--- src/rtl/iwd_map.svh ---
// Port addresses, field positions and timing counts of the I/O watchdog
`ifndef IWD_MAP_SVH
`define IWD_MAP_SVH
`define IWD_DISARM_PORT 16'h0441
`define IWD_ARM_PORT 16'h0443
`define IWD_CODE_LSB 0
`define IWD_CODE_W 4
`define IWD_STEP_S 2
`define IWD_CLK_HZ 200000000
`define IWD_TICK_CYCLES (`IWD_CLK_HZ)
`define IWD_RST_PULSE_CYCLES 16
`endif

--- src/rtl/iwd_pkg.sv ---
// Types of the I/O watchdog
`default_nettype none
package iwd_pkg;
    typedef enum logic [1:0] {
        IWD_IDLE = 2'b00,
        IWD_RUN = 2'b01,
        IWD_FIRE = 2'b11
    } iwd_state_t;
endpackage
`default_nettype wire

--- src/rtl/iwd_top.sv ---
// I/O port watchdog timer with sixteen selectable intervals
`timescale 1ns/1ps
`default_nettype none
`include "iwd_map.svh"
module iwd_top #(
    parameter int unsigned TICK_CYCLES = `IWD_TICK_CYCLES,
    parameter int unsigned RST_PULSE = `IWD_RST_PULSE_CYCLES
) (
    input wire logic core_clk,
    input wire logic rstn,
    input wire logic io_wr,
    input wire logic [15:0] io_addr,
    input wire logic [15:0] io_wdata,
    output logic sys_reset,
    output logic armed
);
    // ********************************************************
    // Helper functions
    // ********************************************************

    // One address compare serves both ports
    function automatic logic port_hit(
        input logic wr,
        input logic [15:0] addr,
        input logic [15:0] port
    );
        return wr && (addr == port);
    endfunction

    // Seconds = 2 * (15 - code); code F leaves no delay at all
    function automatic logic [5:0] interval_secs(
        input logic [`IWD_CODE_W-1:0] sel
    );
        logic [5:0] steps;
        steps = 6'(4'hf - sel);
        return 6'(`IWD_STEP_S * steps);
    endfunction

    // ********************************************************
    // Port decode
    // ********************************************************

    logic arm_wr;
    logic disarm_wr;
    logic [`IWD_CODE_W-1:0] code;
    logic [5:0] load_secs;

    assign arm_wr = port_hit(io_wr, io_addr, `IWD_ARM_PORT);
    assign disarm_wr = port_hit(io_wr, io_addr, `IWD_DISARM_PORT);

    // Upper data bits ignored; only the low nibble carries the code
    assign code = io_wdata[`IWD_CODE_LSB +: `IWD_CODE_W];
    assign load_secs = interval_secs(code);

    // ********************************************************
    // Timebase
    // ********************************************************

    logic tick;

    // Exact crystal count sits well inside the allowed tolerance
    iwd_tick #(
        .CYCLES(TICK_CYCLES)
    ) u_tick (
        .core_clk(core_clk),
        .rstn(rstn),
        .restart(arm_wr),
        .tick(tick)
    );

    // ********************************************************
    // Countdown signals
    // ********************************************************

    iwd_pkg::iwd_state_t state_ff;
    iwd_pkg::iwd_state_t nxt_state;
    logic [5:0] secs_ff;
    logic [5:0] nxt_secs;
    logic [7:0] pulse_ff;
    logic [7:0] nxt_pulse;
    logic sys_reset_ff;
    logic armed_ff;
    logic take_arm;
    logic load_now;
    logic counting;
    logic expire;
    logic pulse_done;

    // A write to the disarming port always beats an arming write
    assign take_arm = arm_wr && !disarm_wr;

    // Writes that land during the reset pulse are dropped
    assign load_now = take_arm && (state_ff != iwd_pkg::IWD_FIRE);

    assign counting = (state_ff == iwd_pkg::IWD_RUN) && !disarm_wr;
    assign expire = tick && (secs_ff == 6'h01);
    assign pulse_done = (pulse_ff == 8'(RST_PULSE - 1));

    // ********************************************************
    // Next state
    // ********************************************************

    always_comb begin
        nxt_state = state_ff;
        unique case (state_ff)
            iwd_pkg::IWD_IDLE: begin
                if (take_arm) begin
                    if (load_secs == 6'h00) begin
                        nxt_state = iwd_pkg::IWD_FIRE;
                    end else begin
                        nxt_state = iwd_pkg::IWD_RUN;
                    end
                end
            end
            iwd_pkg::IWD_RUN: begin
                if (disarm_wr) begin
                    nxt_state = iwd_pkg::IWD_IDLE;
                end else if (arm_wr) begin
                    // Rearming with code F fires at once
                    if (load_secs == 6'h00) begin
                        nxt_state = iwd_pkg::IWD_FIRE;
                    end
                end else if (expire) begin
                    nxt_state = iwd_pkg::IWD_FIRE;
                end
            end
            iwd_pkg::IWD_FIRE: begin
                // Reset pulse runs to completion; the system is going down
                if (pulse_done) begin
                    nxt_state = iwd_pkg::IWD_IDLE;
                end
            end
            default: begin
                nxt_state = iwd_pkg::IWD_IDLE;
            end
        endcase
    end

    // ********************************************************
    // Next second count
    // ********************************************************

    always_comb begin
        nxt_secs = secs_ff;
        if (load_now) begin
            nxt_secs = load_secs;
        end else if (counting && tick) begin
            nxt_secs = secs_ff - 6'h01;
        end
    end

    // ********************************************************
    // Next pulse count
    // ********************************************************

    always_comb begin
        nxt_pulse = 8'h00;
        if (state_ff == iwd_pkg::IWD_FIRE) begin
            nxt_pulse = pulse_ff + 8'h01;
        end
    end

    // ********************************************************
    // State register
    // ********************************************************

    always_ff @(posedge core_clk) begin
        if (!rstn) begin
            state_ff <= iwd_pkg::IWD_IDLE;
        end else begin
            state_ff <= nxt_state;
        end
    end

    // ********************************************************
    // Second counter
    // ********************************************************

    always_ff @(posedge core_clk) begin
        if (!rstn) begin
            secs_ff <= 6'h00;
        end else begin
            secs_ff <= nxt_secs;
        end
    end

    // ********************************************************
    // Pulse counter
    // ********************************************************

    always_ff @(posedge core_clk) begin
        if (!rstn) begin
            pulse_ff <= 8'h00;
        end else begin
            pulse_ff <= nxt_pulse;
        end
    end

    // ********************************************************
    // Outputs
    // ********************************************************

    // Both status pins come straight from flops, so no decode glitch
    // can ever reach the system reset line
    always_ff @(posedge core_clk) begin
        if (!rstn) begin
            sys_reset_ff <= 1'b0;
        end else begin
            sys_reset_ff <= (nxt_state == iwd_pkg::IWD_FIRE);
        end
    end

    always_ff @(posedge core_clk) begin
        if (!rstn) begin
            armed_ff <= 1'b0;
        end else begin
            armed_ff <= (nxt_state == iwd_pkg::IWD_RUN);
        end
    end

    assign sys_reset = sys_reset_ff;
    assign armed = armed_ff;
endmodule
`default_nettype wire

--- src/rtl/iwd_tick.sv ---
// One-second tick generator for the I/O watchdog
`timescale 1ns/1ps
`default_nettype none
`include "iwd_map.svh"
module iwd_tick #(
    parameter int unsigned CYCLES = `IWD_TICK_CYCLES
) (
    input wire logic core_clk,
    input wire logic rstn,
    input wire logic restart,
    output logic tick
);
    logic [31:0] cnt_ff;
    // Restart aligns the second boundary to the arming write
    always_ff @(posedge core_clk) begin
        if (!rstn || restart) begin
            cnt_ff <= 32'h0000_0000;
        end else if (cnt_ff == 32'(CYCLES - 1)) begin
            cnt_ff <= 32'h0000_0000;
        end else begin
            cnt_ff <= cnt_ff + 32'h0000_0001;
        end
    end
    assign tick = (cnt_ff == 32'(CYCLES - 1)) && !restart;
endmodule
`default_nettype wire

--- config.mk ---
export PLATFORM = sky130hd
export DESIGN_NAME = iwd_top
export DESIGN_NICKNAME = d
export VERILOG_FILES = /design/src/rtl/iwd_pkg.sv /design/src/rtl/iwd_top.sv /design/src/rtl/iwd_tick.sv
export VERILOG_INCLUDE_DIRS = /design/src /design/src/rtl
export SDC_FILE = /design/constraint.sdc
export NUM_CORES = 1
export LEC_CHECK = 0
export ABC_AREA = 1
export BUFFER_PORTS_ARGS = -buffer_cell sky130_fd_sc_hd__buf_4
export CORE_UTILIZATION = 40
export DETAILED_ROUTE_END_ITERATION = 12
export SYNTH_ARGS = -nofsm -noshare
export SYNTH_HDL_FRONTEND = slang
export SYNTH_SLANG_ARGS = --single-unit
--- constraint.sdc ---
create_clock -name core_clk -period 2.55 [get_ports core_clk]
set_input_delay 0.51 -clock core_clk [delete_from_list [all_inputs] [get_ports core_clk]]
set_output_delay 0.51 -clock core_clk [all_outputs]
set_load 0.02 [all_outputs]
==> results of run 1 <==
[cells by family (layout without fill, tap and decap cells)]
| kind of cell | after synthesis | count (layout) |
|---|---|---|
| adder cells (fa/ha/maj) | 4 | 4 |
| buffers and inverters | 88 | 116 |
| AO/OA/AOI/OAI | 20 | 20 |
| AND/OR/NAND/NOR | 270 | 270 |
| flip-flops | 50 | 50 |
| XOR/XNOR | 28 | 28 |
[power by group]
part | leakage (uW) | switching, uW | internal, uW
Clock | 0.0000441 | 274 | 193
Sequential | 0.000403 | 4.65 | 784
Combinational | 0.00103 | 27.8 | 30.1
[how the worst min path moves through the flow]
stage                     start     endpoint  slack (ns)
floorplan           pulse_ff[0]  pulse_ff[0]        0.42
global placement    pulse_ff[0]  pulse_ff[0]        0.43
detailed placement  pulse_ff[0]  pulse_ff[0]        0.45
CTS                 pulse_ff[0]  pulse_ff[0]        0.46
global route               rstn   secs_ff[4]        0.48
finish              pulse_ff[0]  pulse_ff[0]        0.46
[layout by cell type, fill, tap and decap left out, types with 5 or more instances in the layout]
master    Yosys  routed
a21oi_1      12      12
buf_4         2      24
clkbuf_8      0       5
dfxtp_1      50      50
inv_1        81      81
nand2_1     109     109
nand2_2       6       6
nand3_1      26      26
nand4_1       9       9
nor2_1       70      70
nor2_2        8       8
nor2_4        6       6
nor3_1       16      16
nor3_2        6       6
o21ai_0       7       7
xnor2_1       7       7
xor2_1       21      21
[worst reg2reg max path, stage by stage (launching register included)]
cell and delay [ns]:
dfxtp_1 0.43, ha_1 0.24, nand3_1 0.18, nor2_2 0.17, nand3_1 0.17, nor3_2 0.25, nand2_1 0.11, xor2_1 0.15
nand2_1 0.05, inv_1 0.04
[layer usage]
layer / up-vias / routed length (um) / GRT usage, %
met2: 20 / 2740 / 25.9
li1: 1458 / - / -
met3: 7 / 134 / 2.77
met1: 1186 / 3270 / 24.2
met5: - / 0 / 0
met4: 0 / 100 / 6.35
[layout make-up]
cell class | count | area (sq um) | area share (%)
inverters | 84 | 315 | 9.31
multi-input cells | 322 | 1680 | 49.5
well taps | 99 | 124 | 3.66
flip-flops and latches | 50 | 1000 | 29.6
repair buffers | 24 | 180 | 5.32
clock inverters | 3 | 21.3 | 0.628
clock buffers | 5 | 68.8 | 2.03
[flip-flops by register name, summed over array words and instances, names as in the netlist]
register / count
sys_reset: 1
armed: 1
pulse_ff: 8
secs_ff: 6
state_ff: 2
u_tick.cnt_ff: 32
[metrics by stage]
step	std cells	area (sq um)
6_report	587	3390
5_1_grt	587	3390
4_1_cts	587	3390
3_5_place_dp	579	3300
3_3_place_gp	579	3300
2_1_floorplan	460	3020
==> impl_metrics.env, run 1 <==
export IMPL_slew_viol_final=0
export IMPL_total_power_uw=1310
export IMPL_synth_area_top_cells="dfxtp_1 (33%), nand2_1 (14%), inv_1 (10%), nor2_1 (8.7%), xor2_1 (6.1%)"
export IMPL_yosys_area_top_type_share_pct=33.1
export IMPL_setup_viol=0
export IMPL_yosys_area_share_simple_pct=42.2
export IMPL_ctsHtreeMaxLevel=2
export IMPL_min_delay_path_depth=1
export IMPL_crit_path_end="u_tick.cnt_ff[30]"
export IMPL_cap_violations=0
export IMPL_die_area_sq_um=7910
export IMPL_post_cts_buffers=0
export IMPL_path_clk_slew_ns=0.09
export IMPL_synth_most_common_cell="nand2_1"
export IMPL_fin_util_pct=46.4
export IMPL_synthCells=460
export IMPL_synth_top_family_by_area="simple AND/OR/NAND/NOR gates"
export IMPL_grt_pass1_vias=2290
export IMPL_post_place_ws_ns=0.688
export IMPL_crit_required_ns=2.76
export IMPL_cts_tree="built"
export IMPL_ys_seq_area_share_pct=33.1
export IMPL_critPathKind="flip-flop to flip-flop"
export IMPL_synth_xor_area_share_pct=8.11
export IMPL_cts_root_buffer="clkbuf_8"
export IMPL_ff2ff_path_depth=9
export IMPL_die_h_um=88.9
export IMPL_avgSynthCellArea_sq_um=6.57
export IMPL_r2r_setup_slack_ns=0.68
export IMPL_diodes=0
export IMPL_skew_ns=0.00875
export IMPL_period_needed_ns=1.87
export IMPL_clock_latency_ns=0.31
export IMPL_leakagePower_uw=0.00147
export IMPL_io_pins=37
export IMPL_numPortBuffers=24
export IMPL_fmax_mhz=535
export IMPL_critPathLaunch="u_tick.cnt_ff[0]"
export IMPL_die_x_um=88.9
export IMPL_grt_remaining_overflow=0
export IMPL_avgRoutedWirePerCell_um=10.6
export IMPL_cp_slowest_cell="dfxtp_1"
export IMPL_ys_flop_type="dfxtp_1"
export IMPL_fill_cells=806
export IMPL_worstMarginPinSlew_ns=0.400
export IMPL_synthesis_area_sq_um=3020
export IMPL_yosysTopAreaCell="dfxtp_1"
export IMPL_peakVddDrop_mv=0.186
export IMPL_globalplace_congestion=0.857
export IMPL_whs_ns=0.457
export IMPL_path_max_fanout=5
export IMPL_ys_top_cells_by_count="nand2_1 (109), inv_1 (81), nor2_1 (70), dfxtp_1 (50), nand3_1 (26)"
export IMPL_async_flop_share_pct=0
export IMPL_rsz0062_at_grt="no"
export IMPL_end_kind="flip-flop"
export IMPL_period_share_pct=73.3
export IMPL_cp_start_kind="flip-flop"
export IMPL_r2r_start="u_tick.cnt_ff[0]"
export IMPL_drt_initial_drc_count=99
export IMPL_maxSlewHeadroom_pct=73.1
export IMPL_route_detailed_drc=0
export IMPL_powerDensity_nw_per_um2=388
export IMPL_path_delay_family="simple AND/OR/NAND/NOR gates"
export IMPL_clockBufferDepth=2
export IMPL_setup_tns_ns=0
export IMPL_start_util_pct=41.5
export IMPL_postRouteAntennaNets=0
export IMPL_cts_sinks=50
export IMPL_postCtsHoldBufs=0
export IMPL_hpwl_um=5110
export IMPL_cts_resized=0
export IMPL_grt_max_degree=20
export IMPL_vias=2671
export IMPL_hp_class="flip-flop to flip-flop"
export IMPL_routed_wl_um=6240
export IMPL_crit_reg2reg_capture="u_tick.cnt_ff[30]"
export IMPL_drt_pass1_iter_count=4
export IMPL_nNetsFinal=526
export IMPL_coreArea_sq_um=7290
export IMPL_rows=31
export IMPL_synth_edf_count=0
export IMPL_crit_path_max_incr_delay_ns=0.43
export IMPL_synth_fp_nets=499
export IMPL_synth_seq_cells=50
export IMPL_areaGrowthSynthToFinish_pct=12.0
export IMPL_worst_path_buf_inv=1
export IMPL_status="complete, no violations"
export IMPL_cp_arrival_ns=2.08
export IMPL_fin_ws_ns=0.681
export IMPL_grt_pass1_wl_um=10300
export IMPL_cp_num_cells=9
export IMPL_drive_gt1_share_pct=13.9
export IMPL_hold_viol_final=0
export IMPL_synth_cell_types=31
export IMPL_worstPathCellList="ha_1, nand3_1, nor2_2, nand3_1, nor3_2, nand2_1, xor2_1, nand2_1, inv_1"
export IMPL_synth_compound_area_share_pct=3.44
export IMPL_antenna_found_initial=0
export IMPL_ys_warn_count=0
export IMPL_cts_buffers=5
export IMPL_gr_usage_all_layers_pct=17.0
export IMPL_synthAdderAreaFrac_pct=1.66
export IMPL_synth_mux_area_share_pct=0
export IMPL_routed_via_density=4.55
No activity file was read; power rests on OpenSTA's default activity.
==> inputs of run 2 (changes only) <==
==> constraint.sdc (replaced) <==
create_clock -name core_clk -period 1.9 [get_ports core_clk]
set_input_delay 0.38 -clock core_clk [delete_from_list [all_inputs] [get_ports core_clk]]
set_output_delay 0.38 -clock core_clk [all_outputs]
set_load 0.02 [all_outputs]
==> run 2 against run 1 <==
Compared with the run above: utilization is 1.2 points higher; cell count is 0.85% higher; highest routed layer unchanged; die area stayed put; largest power group unchanged; largest cell class unchanged; non-clock buffer count is 5 higher.
==> impl_metrics.env, run 2 (synthesized netlist as in run 1, its figures left out) <==
export IMPL_cts_buffers=5
export IMPL_hp_class="primary input to flip-flop"
export IMPL_drt_initial_drc_count=101
export IMPL_dr_wl_met3_um=220
export IMPL_cpMostUsedCell="nor2_1"
export IMPL_cts_sinks=50
export IMPL_clock_latency_ns=0.31
export IMPL_cp_start_kind="flip-flop"
export IMPL_largest_reg_flops=32
export IMPL_postRouteAntennaNets=0
export IMPL_powerDensity_nw_per_um2=587
export IMPL_end_kind="flip-flop"
export IMPL_met2_length_um=2870
export IMPL_drive_gt1_share_pct=15.2
export IMPL_avgRoutedWirePerCell_um=10.8
export IMPL_io_pins=37
export IMPL_routed_via_density=4.52
export IMPL_cts_tree="built"
export IMPL_grt_max_degree=19
export IMPL_rsz0062_at_grt="no"
export IMPL_path_clk_slew_ns=0.09
export IMPL_die_area_sq_um=7910
export IMPL_status="complete, no violations"
export IMPL_diodes=0
export IMPL_ff2ff_path_depth=12
export IMPL_maxUsedRoutingLayer="met4"
export IMPL_die_x_um=88.9
export IMPL_worst_path_buf_inv=1
export IMPL_slew_viol_final=0
export IMPL_min_delay_path_depth=3
export IMPL_nNetsFinal=531
export IMPL_period_needed_ns=1.69
export IMPL_crit_required_ns=2.11
export IMPL_path_delay_family="simple AND/OR/NAND/NOR gates"
export IMPL_drt_pass1_iter_count=4
export IMPL_peakVddDrop_mv=0.387
export IMPL_period_share_pct=89.2
export IMPL_ctsHtreeMaxLevel=2
export IMPL_clkPwrFrac_pct=44.0
export IMPL_cts_root_buffer="clkbuf_8"
export IMPL_hpwl_um=5190
export IMPL_areaGrowthSynthToFinish_pct=14.9
export IMPL_netSwitchingFraction_pct=20.3
export IMPL_coreArea_sq_um=7290
export IMPL_reg_largest_list="u_tick.cnt_ff x32, pulse_ff x8, secs_ff x6"
export IMPL_path_max_fanout=4
export IMPL_routed_wl_um=6390
export IMPL_top_register="u_tick.cnt_ff"
export IMPL_cap_violations=0
export IMPL_rows=31
export IMPL_cp_arrival_ns=1.91
export IMPL_clockBufferDepth=2
export IMPL_final_area_sq_um=3470
export IMPL_cp_slowest_cell="dfxtp_2"
export IMPL_final_common_cell="nand2_1"
export IMPL_fmax_mhz=590
export IMPL_p_comb_share_pct=4.1
export IMPL_dpl_cell_area_sq_um=3330
export IMPL_route_detailed_drc=0
export IMPL_setup_viol=0
export IMPL_skew_ns=0.00596
export IMPL_postCtsHoldBufs=0
export IMPL_critPathKind="flip-flop to flip-flop"
export IMPL_gr_usage_all_layers_pct=17.9
export IMPL_grt_remaining_overflow=0
export IMPL_crit_path_max_incr_delay_ns=0.36
export IMPL_numPortBuffers=24
export IMPL_antenna_found_initial=0
export IMPL_hold_viol_final=0
export IMPL_power_frac_seq_pct=51.9
export IMPL_maxSlewHeadroom_pct=73.6
export IMPL_fin_util_pct=47.6
export IMPL_worstMarginPinSlew_ns=0.392
export IMPL_worstPathCellList="ha_2, nand2_2, nor2_4, nand2_4, inv_1, nand2_1, nor2_2, nand2_1, nor2_2, nor2_1, nor2_1, nor2_1"
export IMPL_drt_met1_wl_um=3220
export IMPL_vias=2675
export IMPL_p_int_uw=1620
export IMPL_start_util_pct=41.5
export IMPL_setup_tns_ns=0
export IMPL_layout_common_cells="nand2_1 (109), inv_1 (81), nor2_1 (70)"
export IMPL_grt_pass1_vias=2438
export IMPL_leakagePower_uw=0.00152
export IMPL_cp_num_cells=12
export IMPL_p_switching_uw=414
export IMPL_grt_pass1_wl_um=10900
export IMPL_die_h_um=88.9
export IMPL_globalplace_congestion=0.856
[run 2: power groups by stage]
stage	Sequential (uW)	Combinational [uW]	Clock (uW)
after detailed placement	1080	84.1	0
after global routing	1060	93.7	958
after global placement	1080	83.1	0
after floorplan	1080	38.2	0
after CTS	1060	84.3	931
final	1060	83.2	897
[run 2: tightest hold or removal path, stage by stage]
cell and delay [ns]:
buf_4 0.15, nand2_1 0.07, nor2_1 0.03
[run 2: per-layer routing]
metal / global-route usage (%) / up-vias
met1: 23.0 / 1168
met5: 0 / -
met3: 3.05 / 6
met2: 30.1 / 35
met4: 6.93 / 0
li1: - / 1466
[run 2: cell type report]
type / count / area, sq um
clock buffers: 5 / 68.8
multi-input cells: 322 / 1680
repair buffers: 29 / 218
inverters: 84 / 315
flip-flops and latches: 50 / 1000
clock inverters: 3 / 68.8
fillers: 811 / 3820
well taps: 99 / 124
[run 2: worst paths after layout]
path / slack, ns / to / start
max reg2reg: 0.21 / secs_ff[4] / u_tick.cnt_ff[1]
min reg2reg: 0.46 / pulse_ff[0] / pulse_ff[0]
max: 0.21 / secs_ff[4] / u_tick.cnt_ff[1]
min: 0.35 / secs_ff[3] / rstn
[run 2: metrics by stage]
| stage | worst slack, ns | hold slack [ns] | total power [uW] | instances |
|---|---|---|---|---|
| final | 0.206 | 0.352 | 2040 | 592 |
| after detailed placement | 0.154 | 0.440 | 1170 | 584 |
| after CTS | 0.137 | 0.343 | 2070 | 592 |
| after global routing | 0.00676 | 0.365 | 2110 | 592 |
| after global placement | 0.181 | 0.433 | 1160 | 584 |
| after floorplan | 0.345 | 0.418 | 1120 | 460 |
[run 2: repair_timing]
item / in CTS / in global routing
setup endpoints to repair: 0 / 5
buffers inserted: 0 / 0
endpoints found under the hold margin: 0 / 0
resized for setup: 0 / 2
==> inputs of run 3 (changes only) <==
--- a/config.mk
+++ b/config.mk
@@ -9,6 +9,7 @@
 export ABC_AREA = 1
 export BUFFER_PORTS_ARGS = -buffer_cell sky130_fd_sc_hd__buf_4
 export CORE_UTILIZATION = 40
+export CTS_BUF_LIST = sky130_fd_sc_hd__clkbuf_16
 export DETAILED_ROUTE_END_ITERATION = 12
 export SYNTH_ARGS = -nofsm -noshare
 export SYNTH_HDL_FRONTEND = slang
==> run 3 against run 2 <==
Compared with the run above: combinational power hardly changed; sequential share of layout area is 0.50 points lower; critical path depth stayed put; cell count stayed put; hold slack better by 0.022 ns; global-route usage is 0.41 points higher; utilization is 0.84 points higher; flip-flop and latch count stayed put; cell area is 1.8% higher; critical path type unchanged; critical endpoint unchanged; largest power group is now clock.
==> impl_metrics.env, run 3 (synthesized netlist as in run 1, its figures left out) <==
export IMPL_status="complete, no violations"
export IMPL_grt_pass1_wl_um=11000
export IMPL_areaGrowthSynthToFinish_pct=17.0
export IMPL_setup_viol=0
export IMPL_reg_largest_list="u_tick.cnt_ff x32, pulse_ff x8, secs_ff x6"
export IMPL_path_max_fanout=4
export IMPL_slew_viol_final=0
export IMPL_final_common_cell="nand2_1"
export IMPL_die_x_um=88.9
export IMPL_p_int_uw=1850
export IMPL_cts_root_buffer="clkbuf_16"
export IMPL_clockBufferDepth=2
export IMPL_numPortBuffers=24
export IMPL_globalplace_congestion=0.856
export IMPL_cpMostUsedCell="nor2_1"
export IMPL_hpwl_um=5190
export IMPL_p_switching_uw=445
export IMPL_worstPathCellList="ha_2, nand2_2, nor2_4, nand2_4, inv_1, nand2_1, nor2_2, nand2_1, nor2_4, nor2_1, nor2_1, nor2_1"
export IMPL_rsz0062_at_grt="no"
export IMPL_power_frac_seq_pct=46.0
export IMPL_worstMarginPinSlew_ns=0.404
export IMPL_whs_ns=0.374
export IMPL_drive_gt1_share_pct=15.2
export IMPL_cts_buffers=5
export IMPL_layout_common_cells="nand2_1 (109), inv_1 (81), nor2_1 (70)"
export IMPL_end_kind="flip-flop"
export IMPL_setup_tns_ns=0
export IMPL_largest_reg_flops=32
export IMPL_fill_cells=802
export IMPL_netSwitchingFraction_pct=19.4
export IMPL_fmax_mhz=591
export IMPL_skew_ns=0.00434
export IMPL_worst_path_buf_inv=1
export IMPL_p_comb_share_pct=3.6
export IMPL_drt_initial_drc_count=119
export IMPL_grt_pass1_vias=2443
export IMPL_maxSlewHeadroom_pct=72.9
export IMPL_antenna_found_initial=0
export IMPL_vias=2713
export IMPL_die_h_um=88.9
export IMPL_io_pins=37
export IMPL_peakVddDrop_mv=0.315
export IMPL_drt_pass1_iter_count=4
export IMPL_period_needed_ns=1.69
export IMPL_hold_viol_final=0
export IMPL_cts_tree="built"
export IMPL_clock_latency_ns=0.29
export IMPL_grt_remaining_overflow=0
export IMPL_grt_max_degree=19
export IMPL_nNetsFinal=531
export IMPL_cp_slowest_cell="dfxtp_2"
export IMPL_route_detailed_drc=0
export IMPL_crit_required_ns=2.09
export IMPL_r2r_setup_slack_ns=0.21
export IMPL_cts_sinks=50
export IMPL_path_clk_slew_ns=0.07
export IMPL_clkPwrFrac_pct=50.3
export IMPL_postCtsHoldBufs=0
export IMPL_diodes=0
export IMPL_crit_path_max_incr_delay_ns=0.35
export IMPL_period_share_pct=89.1
export IMPL_critPathKind="flip-flop to flip-flop"
export IMPL_routed_via_density=4.58
export IMPL_postRouteAntennaNets=0
export IMPL_avgRoutedWirePerCell_um=10.9
export IMPL_cp_arrival_ns=1.88
export IMPL_routed_wl_um=6470
export IMPL_leakagePower_uw=0.00155
export IMPL_coreArea_sq_um=7290
export IMPL_powerDensity_nw_per_um2=650
export IMPL_gr_usage_all_layers_pct=18.3
export IMPL_ctsHtreeMaxLevel=2
export IMPL_die_area_sq_um=7910
export IMPL_path_delay_family="simple AND/OR/NAND/NOR gates"
export IMPL_cp_start_kind="flip-flop"
export IMPL_hp_class="primary input to flip-flop"
export IMPL_start_util_pct=41.5
export IMPL_rows=31
export IMPL_top_register="u_tick.cnt_ff"
export IMPL_cap_violations=0
-- run 3: layout make-up --
type / instances / area [sq um] / share of cell area, %
clock buffer: 5 / 125 / 3.54
multi-input combinational: 322 / 1680 / 47.6
sequential: 50 / 1000 / 28.3
inverter: 84 / 315 / 8.92
timing repair buffer: 29 / 218 / 6.16
clock inverter: 3 / 68.8 / 1.95
tap: 99 / 124 / 3.50
-- run 3: stage by stage --
step	instance area, sq um	setup WS, ns	total power (uW)	std cells	util [%]
after floorplan	3020	0.345	1120	460	-
after global placement	3330	0.181	1160	584	45.7
after detailed placement	3330	0.154	1170	584	45.7
after CTS	3530	0.131	2330	592	48.4
after global routing	3540	0.0247	2390	592	48.5
final	3540	0.207	2300	592	48.5
-- run 3: repair_timing --
item | in CTS | in global routing
buffers inserted | 0 | 0
resized for setup | 0 | 3
endpoints found under the setup margin | 0 | 4
-- run 3: path summary, 6_finish.rpt --
kind / startpoint / end / depth (start not counted)
hold / removal: rstn / secs_ff[3] / 3
hold reg to reg: pulse_ff[0] / pulse_ff[0] / 1
setup / recovery: u_tick.cnt_ff[1] / secs_ff[4] / 12
setup reg to reg: u_tick.cnt_ff[1] / secs_ff[4] / 12
-- run 3: worst reg2reg max path, stage by stage (launching register included) --
cell	delay, ns
dfxtp_2	0.35
ha_2	0.20
nand2_2	0.08
nor2_4	0.13
nand2_4	0.09
inv_1	0.09
nand2_1	0.09
nor2_2	0.14
nand2_1	0.10
nor2_4	0.12
nor2_1	0.07
nor2_1	0.09
nor2_1	0.06
-- run 3: metal layers --
metal | vias up | global-route usage, % | routed length [um]
met1 | 1203 | 23.5 | 3240
met5 | - | 0 | 0
li1 | 1466 | - | -
met3 | 5 | 4.71 | 253
met4 | 0 | 6.06 | 91
met2 | 39 | 30.2 | 2890
-- run 3: power groups by stage --
stage	logic, uW	clock network [uW]	registers (uW)
finish	83.2	1160	1060
detailed placement	84.1	0	1080
CTS	84.3	1190	1060
global route	93.7	1240	1060
global placement	83.1	0	1080
floorplan	38.2	0	1080
